### config.mk
export PLATFORM = sky130hd
export DESIGN_NAME = msled_ctrl
export DESIGN_NICKNAME = d
export VERILOG_FILES = /design/src/msled_pkg.sv /design/src/msled_ctrl.sv /design/src/msled_pulse.sv
export SDC_FILE = /design/constraint.sdc
export NUM_CORES = 1
export LEC_CHECK = 0
export ABC_AREA = 1
export BUFFER_PORTS_ARGS = -buffer_cell sky130_fd_sc_hd__clkbuf_2
export CAP_MARGIN = 5
export CORE_MARGIN = 3
export CORE_UTILIZATION = 68
export DETAILED_ROUTE_END_ITERATION = 7
export GPL_TIMING_DRIVEN = 0
export PLACE_DENSITY = 0.86
export SYNTH_ARGS = -nofsm -noshare
export SYNTH_HDL_FRONTEND = slang
export SYNTH_SLANG_ARGS = --single-unit
### constraint.sdc
create_clock -name core_clk -period 3.6 [get_ports core_clk]
set_clock_uncertainty 0.15 [all_clocks]
set_input_delay 1.08 -clock core_clk [delete_from_list [all_inputs] [get_ports core_clk]]
set_output_delay 1.08 -clock core_clk [all_outputs]
set_load 0.01 [all_outputs]
### src/msled_pkg.sv
/*
  package for the start-up mode selector and status indicator block:
  state encodings and timing constants.
  assumes a 50 MHz core clock.
*/
`default_nettype none
package msled_pkg;
  // ----------------------------------------------------------------
  // timing
  // ----------------------------------------------------------------
  localparam int unsigned MSLED_CLK_HZ = 50000000; // core clock rate
  localparam int unsigned MSLED_FLASH_MS = 100; // half period of a flash
  localparam int unsigned MSLED_FLASH_CYC = MSLED_CLK_HZ / 1000 * MSLED_FLASH_MS;
  localparam int unsigned MSLED_PULSE_US = 2000; // activity blink length
  localparam int unsigned MSLED_PULSE_CYC = MSLED_CLK_HZ / 1000000 * MSLED_PULSE_US;
  localparam int unsigned MSLED_CFG_FLASHES = 3; // flashes after config
  localparam int unsigned MSLED_BOOT_CYC = 16; // boot settle time in cycles
  // ----------------------------------------------------------------
  // controller states, gray along boot, read, write, flash, rate detect, logging
  // ----------------------------------------------------------------
  typedef enum logic [3:0] {
    MSLED_BOOT = 4'h0,
    MSLED_CFG_READ = 4'h1,
    MSLED_CFG_WRITE = 4'h3,
    MSLED_CFG_FLASH = 4'h2,
    MSLED_RATE_DET = 4'h6,
    MSLED_LOGGING = 4'h7,
    MSLED_HOST = 4'h5,
    MSLED_FAULT = 4'h4
  } msled_state_t;
endpackage
`default_nettype wire

### src/msled_ctrl.sv
/*
  start-up mode selector and status indicator controller for a bus logger.
  assumes all inputs are synchronous to core_clk and that the firmware-side
  agents report config read/write results and activity as one-cycle strobes.
*/
// Overview of operation
// - USB present at start picks host storage
// - host storage mode gives card to host
// - booting shows green only
// - host mode green on, red flashes on access
// - card fault: yellow, red on, green off
// - logging mode refuses USB storage access
// - later USB attach enables serial monitor
// - logging reads config, loads if valid
// - invalid config: write default, then load
// - default written: red flashes three times
// - valid config: yellow flashes three times
// - autobaud: yellow steady until rate found
// - loaded config enables bus logging
// - yellow pulses follow bus traffic
// - red flashes on card writes
`timescale 1ns/1ps
`default_nettype none
module msled_ctrl
  import msled_pkg::*;
#(
  parameter int unsigned FLASH_CYC = MSLED_FLASH_CYC, // flash half period
  parameter int unsigned PULSE_CYC = MSLED_PULSE_CYC, // activity blink
  parameter int unsigned BOOT_CYC = MSLED_BOOT_CYC // boot settle time
)(
  input wire logic core_clk,
  input wire logic resetn,
  input wire logic usb_present, // usb host cable sensed
  input wire logic boot_done, // boot finished level
  input wire logic card_fault, // memory card error level
  input wire logic host_access, // host read/write strobe
  input wire logic cfg_done, // config read finished strobe
  input wire logic cfg_valid, // qualifies cfg_done
  input wire logic dflt_done, // default config written strobe
  input wire logic autobaud_cfg, // config asks for rate detection
  input wire logic rate_found, // valid bit rate detected
  input wire logic bus_traffic, // bus frame observed strobe
  input wire logic card_write, // log data written strobe
  output logic host_storage_mode, // latched mode
  output logic card_to_host, // card granted to host
  output logic usb_storage_en, // usb storage function enabled
  output logic serial_en, // serial monitor enabled
  output logic cfg_read_req, // read config file
  output logic cfg_write_req, // write default config
  output logic cfg_load, // load the configuration
  output logic bus_enable, // talk to and record the bus
  output logic led_green,
  output logic led_yellow,
  output logic led_red
);
  // ----------------------------------------------------------------
  // parameter checks
  // ----------------------------------------------------------------
  if (FLASH_CYC < 2 || PULSE_CYC < 2 || BOOT_CYC < 1)
  begin : g_param_check
    $error("msled_ctrl: counts too small");
  end

  // ----------------------------------------------------------------
  // state and counters
  // ----------------------------------------------------------------
  msled_state_t state; // controller state
  msled_state_t next_state;
  logic [31:0] div; // flash divider
  logic flash_tick; // half period elapsed
  logic flash_ph; // square wave phase
  logic [2:0] edges; // toggles done in config flash
  logic dflt_seen; // 1: config flash is red
  logic [31:0] boot_cnt; // boot settle
  logic booted;
  logic traffic_blink; // stretched bus activity
  logic write_blink; // stretched card writes
  logic access_blink; // stretched host access

  // divider gives the flash timebase; no flash rate is given for the part
  assign flash_tick = (div == FLASH_CYC - 1);
  always_ff @(posedge core_clk or negedge resetn)
  begin
    if (!resetn)
      div <= 32'h0;
    else if (flash_tick)
      div <= 32'h0;
    else
      div <= div + 32'h1;
  end

  // boot settle so usb_present is stable before it is latched
  assign booted = (boot_cnt >= BOOT_CYC) && boot_done;
  always_ff @(posedge core_clk or negedge resetn)
  begin
    if (!resetn)
      boot_cnt <= 32'h0;
    else if (boot_cnt < BOOT_CYC)
      boot_cnt <= boot_cnt + 32'h1;
  end

  // ----------------------------------------------------------------
  // next state
  // ----------------------------------------------------------------
  logic cfg_flash_end; // three flashes done
  assign cfg_flash_end = flash_tick && flash_ph && (edges == 3'(2 * MSLED_CFG_FLASHES - 1));
  always_comb
  begin
    next_state = state;
    case (state)
      MSLED_BOOT:
        if (booted)
          next_state = usb_present ? MSLED_HOST : MSLED_CFG_READ;
      MSLED_CFG_READ:
        if (cfg_done)
          next_state = cfg_valid ? MSLED_CFG_FLASH : MSLED_CFG_WRITE;
      MSLED_CFG_WRITE:
        if (dflt_done)
          next_state = MSLED_CFG_FLASH;
      MSLED_CFG_FLASH:
        if (cfg_flash_end)
          next_state = autobaud_cfg ? MSLED_RATE_DET : MSLED_LOGGING;
      MSLED_RATE_DET:
        if (rate_found)
          next_state = MSLED_LOGGING;
      MSLED_LOGGING: next_state = MSLED_LOGGING;
      MSLED_HOST: next_state = MSLED_HOST;
      MSLED_FAULT: next_state = MSLED_FAULT;
      default: next_state = MSLED_BOOT;
    endcase
    if (card_fault && state != MSLED_BOOT)
      next_state = MSLED_FAULT;
  end

  // state register
  always_ff @(posedge core_clk or negedge resetn)
  begin
    if (!resetn)
      state <= MSLED_BOOT;
    else
      state <= next_state;
  end

  // mode latched once at the boot exit, never changed until power cycle
  always_ff @(posedge core_clk or negedge resetn)
  begin
    if (!resetn)
      host_storage_mode <= 1'b0;
    else if (state == MSLED_BOOT && booted)
      host_storage_mode <= usb_present;
  end

  // config flash bookkeeping; phase only runs while flashing
  always_ff @(posedge core_clk or negedge resetn)
  begin
    if (!resetn)
    begin
      flash_ph <= 1'b0;
      edges <= 3'h0;
      dflt_seen <= 1'b0;
    end
    else
    begin
      if (state == MSLED_CFG_WRITE)
        dflt_seen <= 1'b1;
      if (state != MSLED_CFG_FLASH)
      begin
        flash_ph <= 1'b0;
        edges <= 3'h0;
      end
      else if (flash_tick)
      begin
        flash_ph <= ~flash_ph;
        edges <= edges + 3'h1;
      end
    end
  end

  // ----------------------------------------------------------------
  // activity stretchers
  // ----------------------------------------------------------------
  wire logic in_log = (state == MSLED_LOGGING);
  wire logic in_host = (state == MSLED_HOST);
  msled_pulse #(.LEN(PULSE_CYC)) u_traffic (
    .core_clk(core_clk), .resetn(resetn),
    .event_in(bus_traffic && in_log), .blink(traffic_blink));
  msled_pulse #(.LEN(PULSE_CYC)) u_write (
    .core_clk(core_clk), .resetn(resetn),
    .event_in(card_write && in_log), .blink(write_blink));
  msled_pulse #(.LEN(PULSE_CYC)) u_access (
    .core_clk(core_clk), .resetn(resetn),
    .event_in(host_access && in_host), .blink(access_blink));

  // ----------------------------------------------------------------
  // output decode
  // ----------------------------------------------------------------
  wire logic in_fault = (state == MSLED_FAULT);
  wire logic in_flash = (state == MSLED_CFG_FLASH);
  wire logic nx_green = !in_fault;
  wire logic nx_yellow = in_fault || (state == MSLED_RATE_DET)
    || (in_flash && !dflt_seen && flash_ph)
    || (in_log && traffic_blink);
  wire logic nx_red = in_fault
    || (in_flash && dflt_seen && flash_ph)
    || (in_log && write_blink)
    || (in_host && access_blink);
  wire logic nx_host_grant = in_host;
  // the logger never hands storage to usb; a late cable gets the serial port
  wire logic nx_serial = host_storage_mode == 1'b0 && usb_present
    && (state != MSLED_BOOT) && !in_host;
  wire logic nx_load = (in_flash || state == MSLED_RATE_DET || in_log);
  wire logic nx_bus = (state == MSLED_RATE_DET) || in_log;

  // registered outputs
  always_ff @(posedge core_clk or negedge resetn)
  begin
    if (!resetn)
    begin
      led_green <= 1'b0;
      led_yellow <= 1'b0;
      led_red <= 1'b0;
      card_to_host <= 1'b0;
      usb_storage_en <= 1'b0;
      serial_en <= 1'b0;
      cfg_read_req <= 1'b0;
      cfg_write_req <= 1'b0;
      cfg_load <= 1'b0;
      bus_enable <= 1'b0;
    end
    else
    begin
      led_green <= nx_green;
      led_yellow <= nx_yellow;
      led_red <= nx_red;
      card_to_host <= nx_host_grant;
      usb_storage_en <= nx_host_grant;
      serial_en <= nx_serial;
      cfg_read_req <= (state == MSLED_CFG_READ);
      cfg_write_req <= (state == MSLED_CFG_WRITE);
      cfg_load <= nx_load;
      bus_enable <= nx_bus;
    end
  end

  // ----------------------------------------------------------------
  // checks
  // ----------------------------------------------------------------
  a_boot_leds: assert property (@(posedge core_clk) disable iff (!resetn)
    $past(state) == MSLED_BOOT && $past(resetn) |-> led_green && !led_yellow && !led_red)
    else $error("boot leds wrong");
  a_fault_leds: assert property (@(posedge core_clk) disable iff (!resetn)
    $past(in_fault) |-> !led_green && led_yellow && led_red)
    else $error("fault leds wrong");
  a_mode_pick: assert property (@(posedge core_clk) disable iff (!resetn)
    state == MSLED_BOOT && booted && !card_fault |=> (in_host == $past(usb_present)))
    else $error("mode choice wrong");
  a_mode_hold: assert property (@(posedge core_clk) disable iff (!resetn)
    state != MSLED_BOOT && $past(state) != MSLED_BOOT |-> $stable(host_storage_mode))
    else $error("mode changed");
  a_no_usb_log: assert property (@(posedge core_clk) disable iff (!resetn)
    $past(in_log) |-> !usb_storage_en && !card_to_host)
    else $error("storage open while logging");
  a_host_grant: assert property (@(posedge core_clk) disable iff (!resetn)
    $past(in_host) |-> card_to_host && !serial_en)
    else $error("card not granted to host");
  a_rate_yel: assert property (@(posedge core_clk) disable iff (!resetn)
    $past(state) == MSLED_RATE_DET |-> led_yellow && led_green)
    else $error("rate detect leds wrong");
  a_write_dflt: assert property (@(posedge core_clk) disable iff (!resetn)
    state == MSLED_CFG_READ && cfg_done && !cfg_valid && !card_fault
    |=> state == MSLED_CFG_WRITE ##1 cfg_write_req)
    else $error("default not written");
  a_serial_late: assert property (@(posedge core_clk) disable iff (!resetn)
    in_log && usb_present && $past(in_log) |=> serial_en)
    else $error("serial not enabled");

  // led pictures during the config flash, in host mode and for card writes while logging
  a_red_flash: assert property (@(posedge core_clk) disable iff (!resetn)
    $past(in_flash) && $past(dflt_seen) |-> !led_yellow && led_green)
    else $error("default flash shows yellow");
  a_yel_flash: assert property (@(posedge core_clk) disable iff (!resetn)
    $past(in_flash) && !$past(dflt_seen) |-> !led_red && led_green)
    else $error("config flash shows red");
  a_host_leds: assert property (@(posedge core_clk) disable iff (!resetn)
    $past(in_host) |-> led_green && !led_yellow)
    else $error("host mode leds wrong");
  a_card_log: assert property (@(posedge core_clk) disable iff (!resetn)
    $past(in_log) && $past(write_blink) |-> led_red)
    else $error("card write not shown");
  // the bus is only touched once a configuration has been loaded
  a_bus_loaded: assert property (@(posedge core_clk) disable iff (!resetn)
    bus_enable |-> cfg_load && !host_storage_mode)
    else $error("bus enabled without config");
  a_rate_wait: assert property (@(posedge core_clk) disable iff (!resetn)
    state == MSLED_RATE_DET && !rate_found && !card_fault |=> state == MSLED_RATE_DET)
    else $error("rate detect left early");
  // a card fault is never left until power is cycled
  a_fault_stay: assert property (@(posedge core_clk) disable iff (!resetn)
    in_fault |=> in_fault)
    else $error("fault state left");
  // storage and the serial port never go to usb together
  a_usb_split: assert property (@(posedge core_clk) disable iff (!resetn)
    usb_storage_en |-> host_storage_mode && !serial_en)
    else $error("usb storage and serial together");
endmodule // msled_ctrl
`default_nettype wire

### src/msled_pulse.sv
/*
  activity stretcher: turns short event strobes into a visible blink.
  assumes events are synchronous to core_clk.
*/
`timescale 1ns/1ps
`default_nettype none
module msled_pulse
  import msled_pkg::*;
#(
  parameter int unsigned LEN = MSLED_PULSE_CYC // blink lasts LEN+1 cycles, then as long dark
)(
  input wire logic core_clk,
  input wire logic resetn,
  input wire logic event_in,
  output logic blink
);
  // ----------------------------------------------------------------
  // stretcher
  // ----------------------------------------------------------------
  if (LEN < 2)
  begin : g_len_check
    $error("msled_pulse: LEN too small");
  end
  logic [31:0] cnt; // remaining on/off time
  logic phase; // 1 during the lit part
  // after a lit stretch an equal dark stretch follows, so a busy bus gives a
  // 50 percent duty and a quiet one rare short blinks: brightness follows load
  always_ff @(posedge core_clk or negedge resetn)
  begin
    if (!resetn)
    begin
      cnt <= 32'h0;
      phase <= 1'b0;
      blink <= 1'b0;
    end
    else if (cnt != 32'h0)
      cnt <= cnt - 32'h1;
    else if (phase)
    begin
      phase <= 1'b0;
      blink <= 1'b0;
      cnt <= LEN;
    end
    else if (event_in)
    begin
      phase <= 1'b1;
      blink <= 1'b1;
      cnt <= LEN;
    end
  end
endmodule // msled_pulse
`default_nettype wire

==> flow_summary.json <==
{
  "drc": 0,
  "cts_resized": 0,
  "synth_edf_count": 0,
  "die_h_microns": 123.8,
  "rsz0062_at_grt": "false",
  "grt_max_degree": 95,
  "drt-total-wl_microns": 20600,
  "maxSlewViolCount": 0,
  "synth_cell_type_count": 40,
  "syn_area_sq_mm": 0.009432,
  "crit_start": "u_traffic.cnt[0]",
  "rrSetupSlack_ns": 1.26,
  "cp_max_fo": 8,
  "outcome": "complete, no violations",
  "worstSetupEndpointType": "register",
  "drv_cap": 0,
  "cts_buffer_depth": 2,
  "peakVddDrop_mv": 0.3463,
  "post-dp-hpwl_microns": 14590,
  "relSlewSlack_pct": 53.83,
  "finalNetCount": 1221,
  "vias_per_cell": 5.522,
  "ys_ff_latch": 184,
  "antenna_found_initial": 0,
  "cts_buffers": 17,
  "worst_pin_slew_ns": 0.6926,
  "grt_overflow": 0,
  "ctsHoldBuffers": 0,
  "powerDensity_mw_per_mm2": 386.1,
  "crit_required_ns": 3.78,
  "grt_use_total_pct": 29.39,
  "hold_class": "register to register",
  "area_growth_pct": 10.23,
  "drt-initial-drc-count": 736,
  "htreeDepth": 4,
  "regToRegStartpoint": "u_traffic.cnt[0]",
  "drive_gt1_share_pct": 9.233,
  "syn-instance-count": 1157,
  "crit_end": "u_traffic.cnt[15]",
  "multi_input_area_sq_mm": 0.004149,
  "p_seq_share_pct": 51.5,
  "die_area_sq_mm": 0.01532,
  "critPathKind": "register to register",
  "fin_tns_setup_ns": 0,
  "wire_per_inst_microns": 14.83,
  "yosysWarnings": 0,
  "reg2regPathDepth": 9,
  "placed_cells": 1357,
  "p_int_mw": 3.120,
  "period_minus_slack_ns": 2.338,
  "seq_area_frac_synth_pct": 48.82,
  "p_leak_nw": 5.113,
  "p_total_mw": 4.014,
  "comb_power_share_pct": 1.4,
  "switching_share_pct": 22.29,
  "portBuffers": 23,
  "syn_nets": 1178,
  "cp-start-kind": "register",
  "seqCellArea_sq_mm": 0.004604,
  "std_cell_rows": 42,
  "async_reset_ff_share_pct": 100.0,
  "n_antenna_cell": 0,
  "fill_cells": 898,
  "grt_pass1_vias": 7594,
  "grt_pass1_wl_microns": 35160,
  "dieWidth_microns": 123.8,
  "clk_pin_slew_ns": 0.07,
  "cts_tree": "built",
  "insertion_delay_ns": 0.44,
  "start_util_pct": 70.38,
  "ys.flop_type": "dfrtp_1",
  "ant_nets": 0,
  "r2r_end": "u_traffic.cnt[15]",
  "min_period_over_period_pct": 64.93,
  "gp_congestion": 0.9391,
  "cts_setup_buffers": 0,
  "critPathArrivalTime_ns": 2.51,
  "via_count": 7670,
  "finalSetupViolCount": 0,
  "p_sw_mw": 0.8947,
  "power.share.clock_pct": 47.1,
  "core_sq_mm": 0.01340,
  "first_pass_iters": 5,
  "final_hold_viol_count": 0,
  "syn_avg_cell_area_sq_um": 8.152,
  "fmax_mhz": 427.8,
  "stdcell_count": 1389,
  "clockRootBuffer": "clkbuf_16",
  "cts.sinks": 184,
  "ios": 24
}
[metrics by stage]
step                instance area [sq um]  setup slack, ns  util, %  hold slack [ns]
floorplan                            9432            1.692        -           0.2711
global placement                     9767           -1.929    72.89           0.2828
detailed placement                   9803            1.358    73.16           0.2981
CTS                                 10400            1.292    77.58           0.3136
global route                        10400            1.087    77.58           0.3325
finish                              10400            1.262    77.58           0.3087
[kinds of logic (layout without fill, tap and decap cells)]
kind of cell             Yosys count  in the layout  synth area share (%)
AND/OR/NAND/NOR                  631            631                 29.88
adder cells (fa/ha/maj)            8              8                 1.061
XOR/XNOR                         108            108                 10.03
flip-flops                       184            184                 48.82
buffers and inverters            174            230                 7.190
AO/OA/AOI/OAI                     52             52                 3.025
[power by group through the flow]
stage | clock [mW] | sequential (mW) | combinational, mW
2_1_floorplan | 0 | 2.11 | 0.00224
3_3_place_gp | 0 | 2.11 | 0.0525
3_5_place_dp | 0 | 2.11 | 0.0583
4_1_cts | 1.90 | 2.07 | 0.0586
5_1_grt | 1.99 | 2.07 | 0.0646
6_report | 1.89 | 2.07 | 0.0554
[final cells by class]
class                   instances  area share (%)
well taps                     176           2.118
clock buffers                  18           4.128
multi-input cells             799           39.91
flip-flops and latches        184           44.29
clock inverters                14           1.577
repair buffers                 24           1.456
inverters                     138           4.983
plain buffers                  36           1.541
[worst max-delay path, cell delays in order, from the launching register on]
cell and delay [ns]:
dfrtp_1 0.38, inv_1 0.14, ha_1 0.32, nand2_1 0.18, nor2_2 0.26, nand2_1 0.13, nor2_4 0.24, nand3_2 0.19
o21ai_0 0.15, inv_1 0.07
[sequential cells by signal, indices dropped and copies added, names as in the netlist, 3 cells and up]
signal,flops
boot_cnt,32
div,32
edges,3
state,3
u_access.cnt,32
u_traffic.cnt,32
u_write.cnt,32
[layer usage]
| metal | track usage, % | up-vias | part of all wire (%) |
|---|---|---|---|
| li1 | - | 3688 | - |
| met1 | 38.59 | 3664 | 43 |
| met2 | 49.14 | 262 | 49 |
| met3 | 5.404 | 56 | 5.5 |
| met4 | 10.59 | 0 | 2.4 |
| met5 | 0 | - | 0 |
[cells in the mapped netlist, types with 2 or more instances]
cell | instances | share of area (%)
or2_2 | 2 | 0.13
inv_2 | 3 | 0.12
nand3_1 | 57 | 3.0
dfrtp_1 | 184 | 49
o21ai_0 | 29 | 1.5
a31oi_1 | 3 | 0.20
buf_4 | 3 | 0.24
nand3_4 | 2 | 0.37
xnor2_1 | 37 | 3.4
nor3_1 | 33 | 1.8
nand4_1 | 24 | 1.6
xor2_1 | 71 | 6.6
nor4_1 | 5 | 0.33
ha_1 | 8 | 1.1
nor2_4 | 7 | 0.84
clkbuf_1 | 27 | 1.1
nand2_2 | 8 | 0.53
inv_1 | 135 | 5.4
buf_2 | 5 | 0.27
nor3b_1 | 4 | 0.32
o21ai_1 | 4 | 0.21
nor4_2 | 2 | 0.27
nor2_2 | 10 | 0.66
a21oi_1 | 9 | 0.48
nand2_1 | 207 | 8.2
nor2_1 | 255 | 10
nand3_2 | 7 | 0.74
nor3_2 | 4 | 0.42
[worst min-delay path by stage]
| stage | start | to | cells past startpoint |
|---|---|---|---|
| floorplan | boot_cnt[7] | boot_cnt[7] | 1 |
| global placement | boot_cnt[6] | boot_cnt[6] | 1 |
| detailed placement | boot_cnt[17] | boot_cnt[17] | 1 |
| CTS | boot_cnt[17] | boot_cnt[17] | 1 |
| global route | boot_cnt[27] | boot_cnt[27] | 1 |
| finish | boot_cnt[24] | boot_cnt[24] | 1 |
[cells in the final DEF, fill, tap and decap left out, types with 10 or more instances in the layout]
cell,count
nor2_2,10
dfrtp_1,184
nor2_1,255
clkbuf_2,22
nor3_1,33
clkbuf_16,17
clkbuf_1,28
nand4_1,24
inv_1,135
nand3_1,57
xnor2_1,37
nand2_1,207
o21ai_0,29
xor2_1,71
No activity file was read; power rests on OpenSTA's default activity.
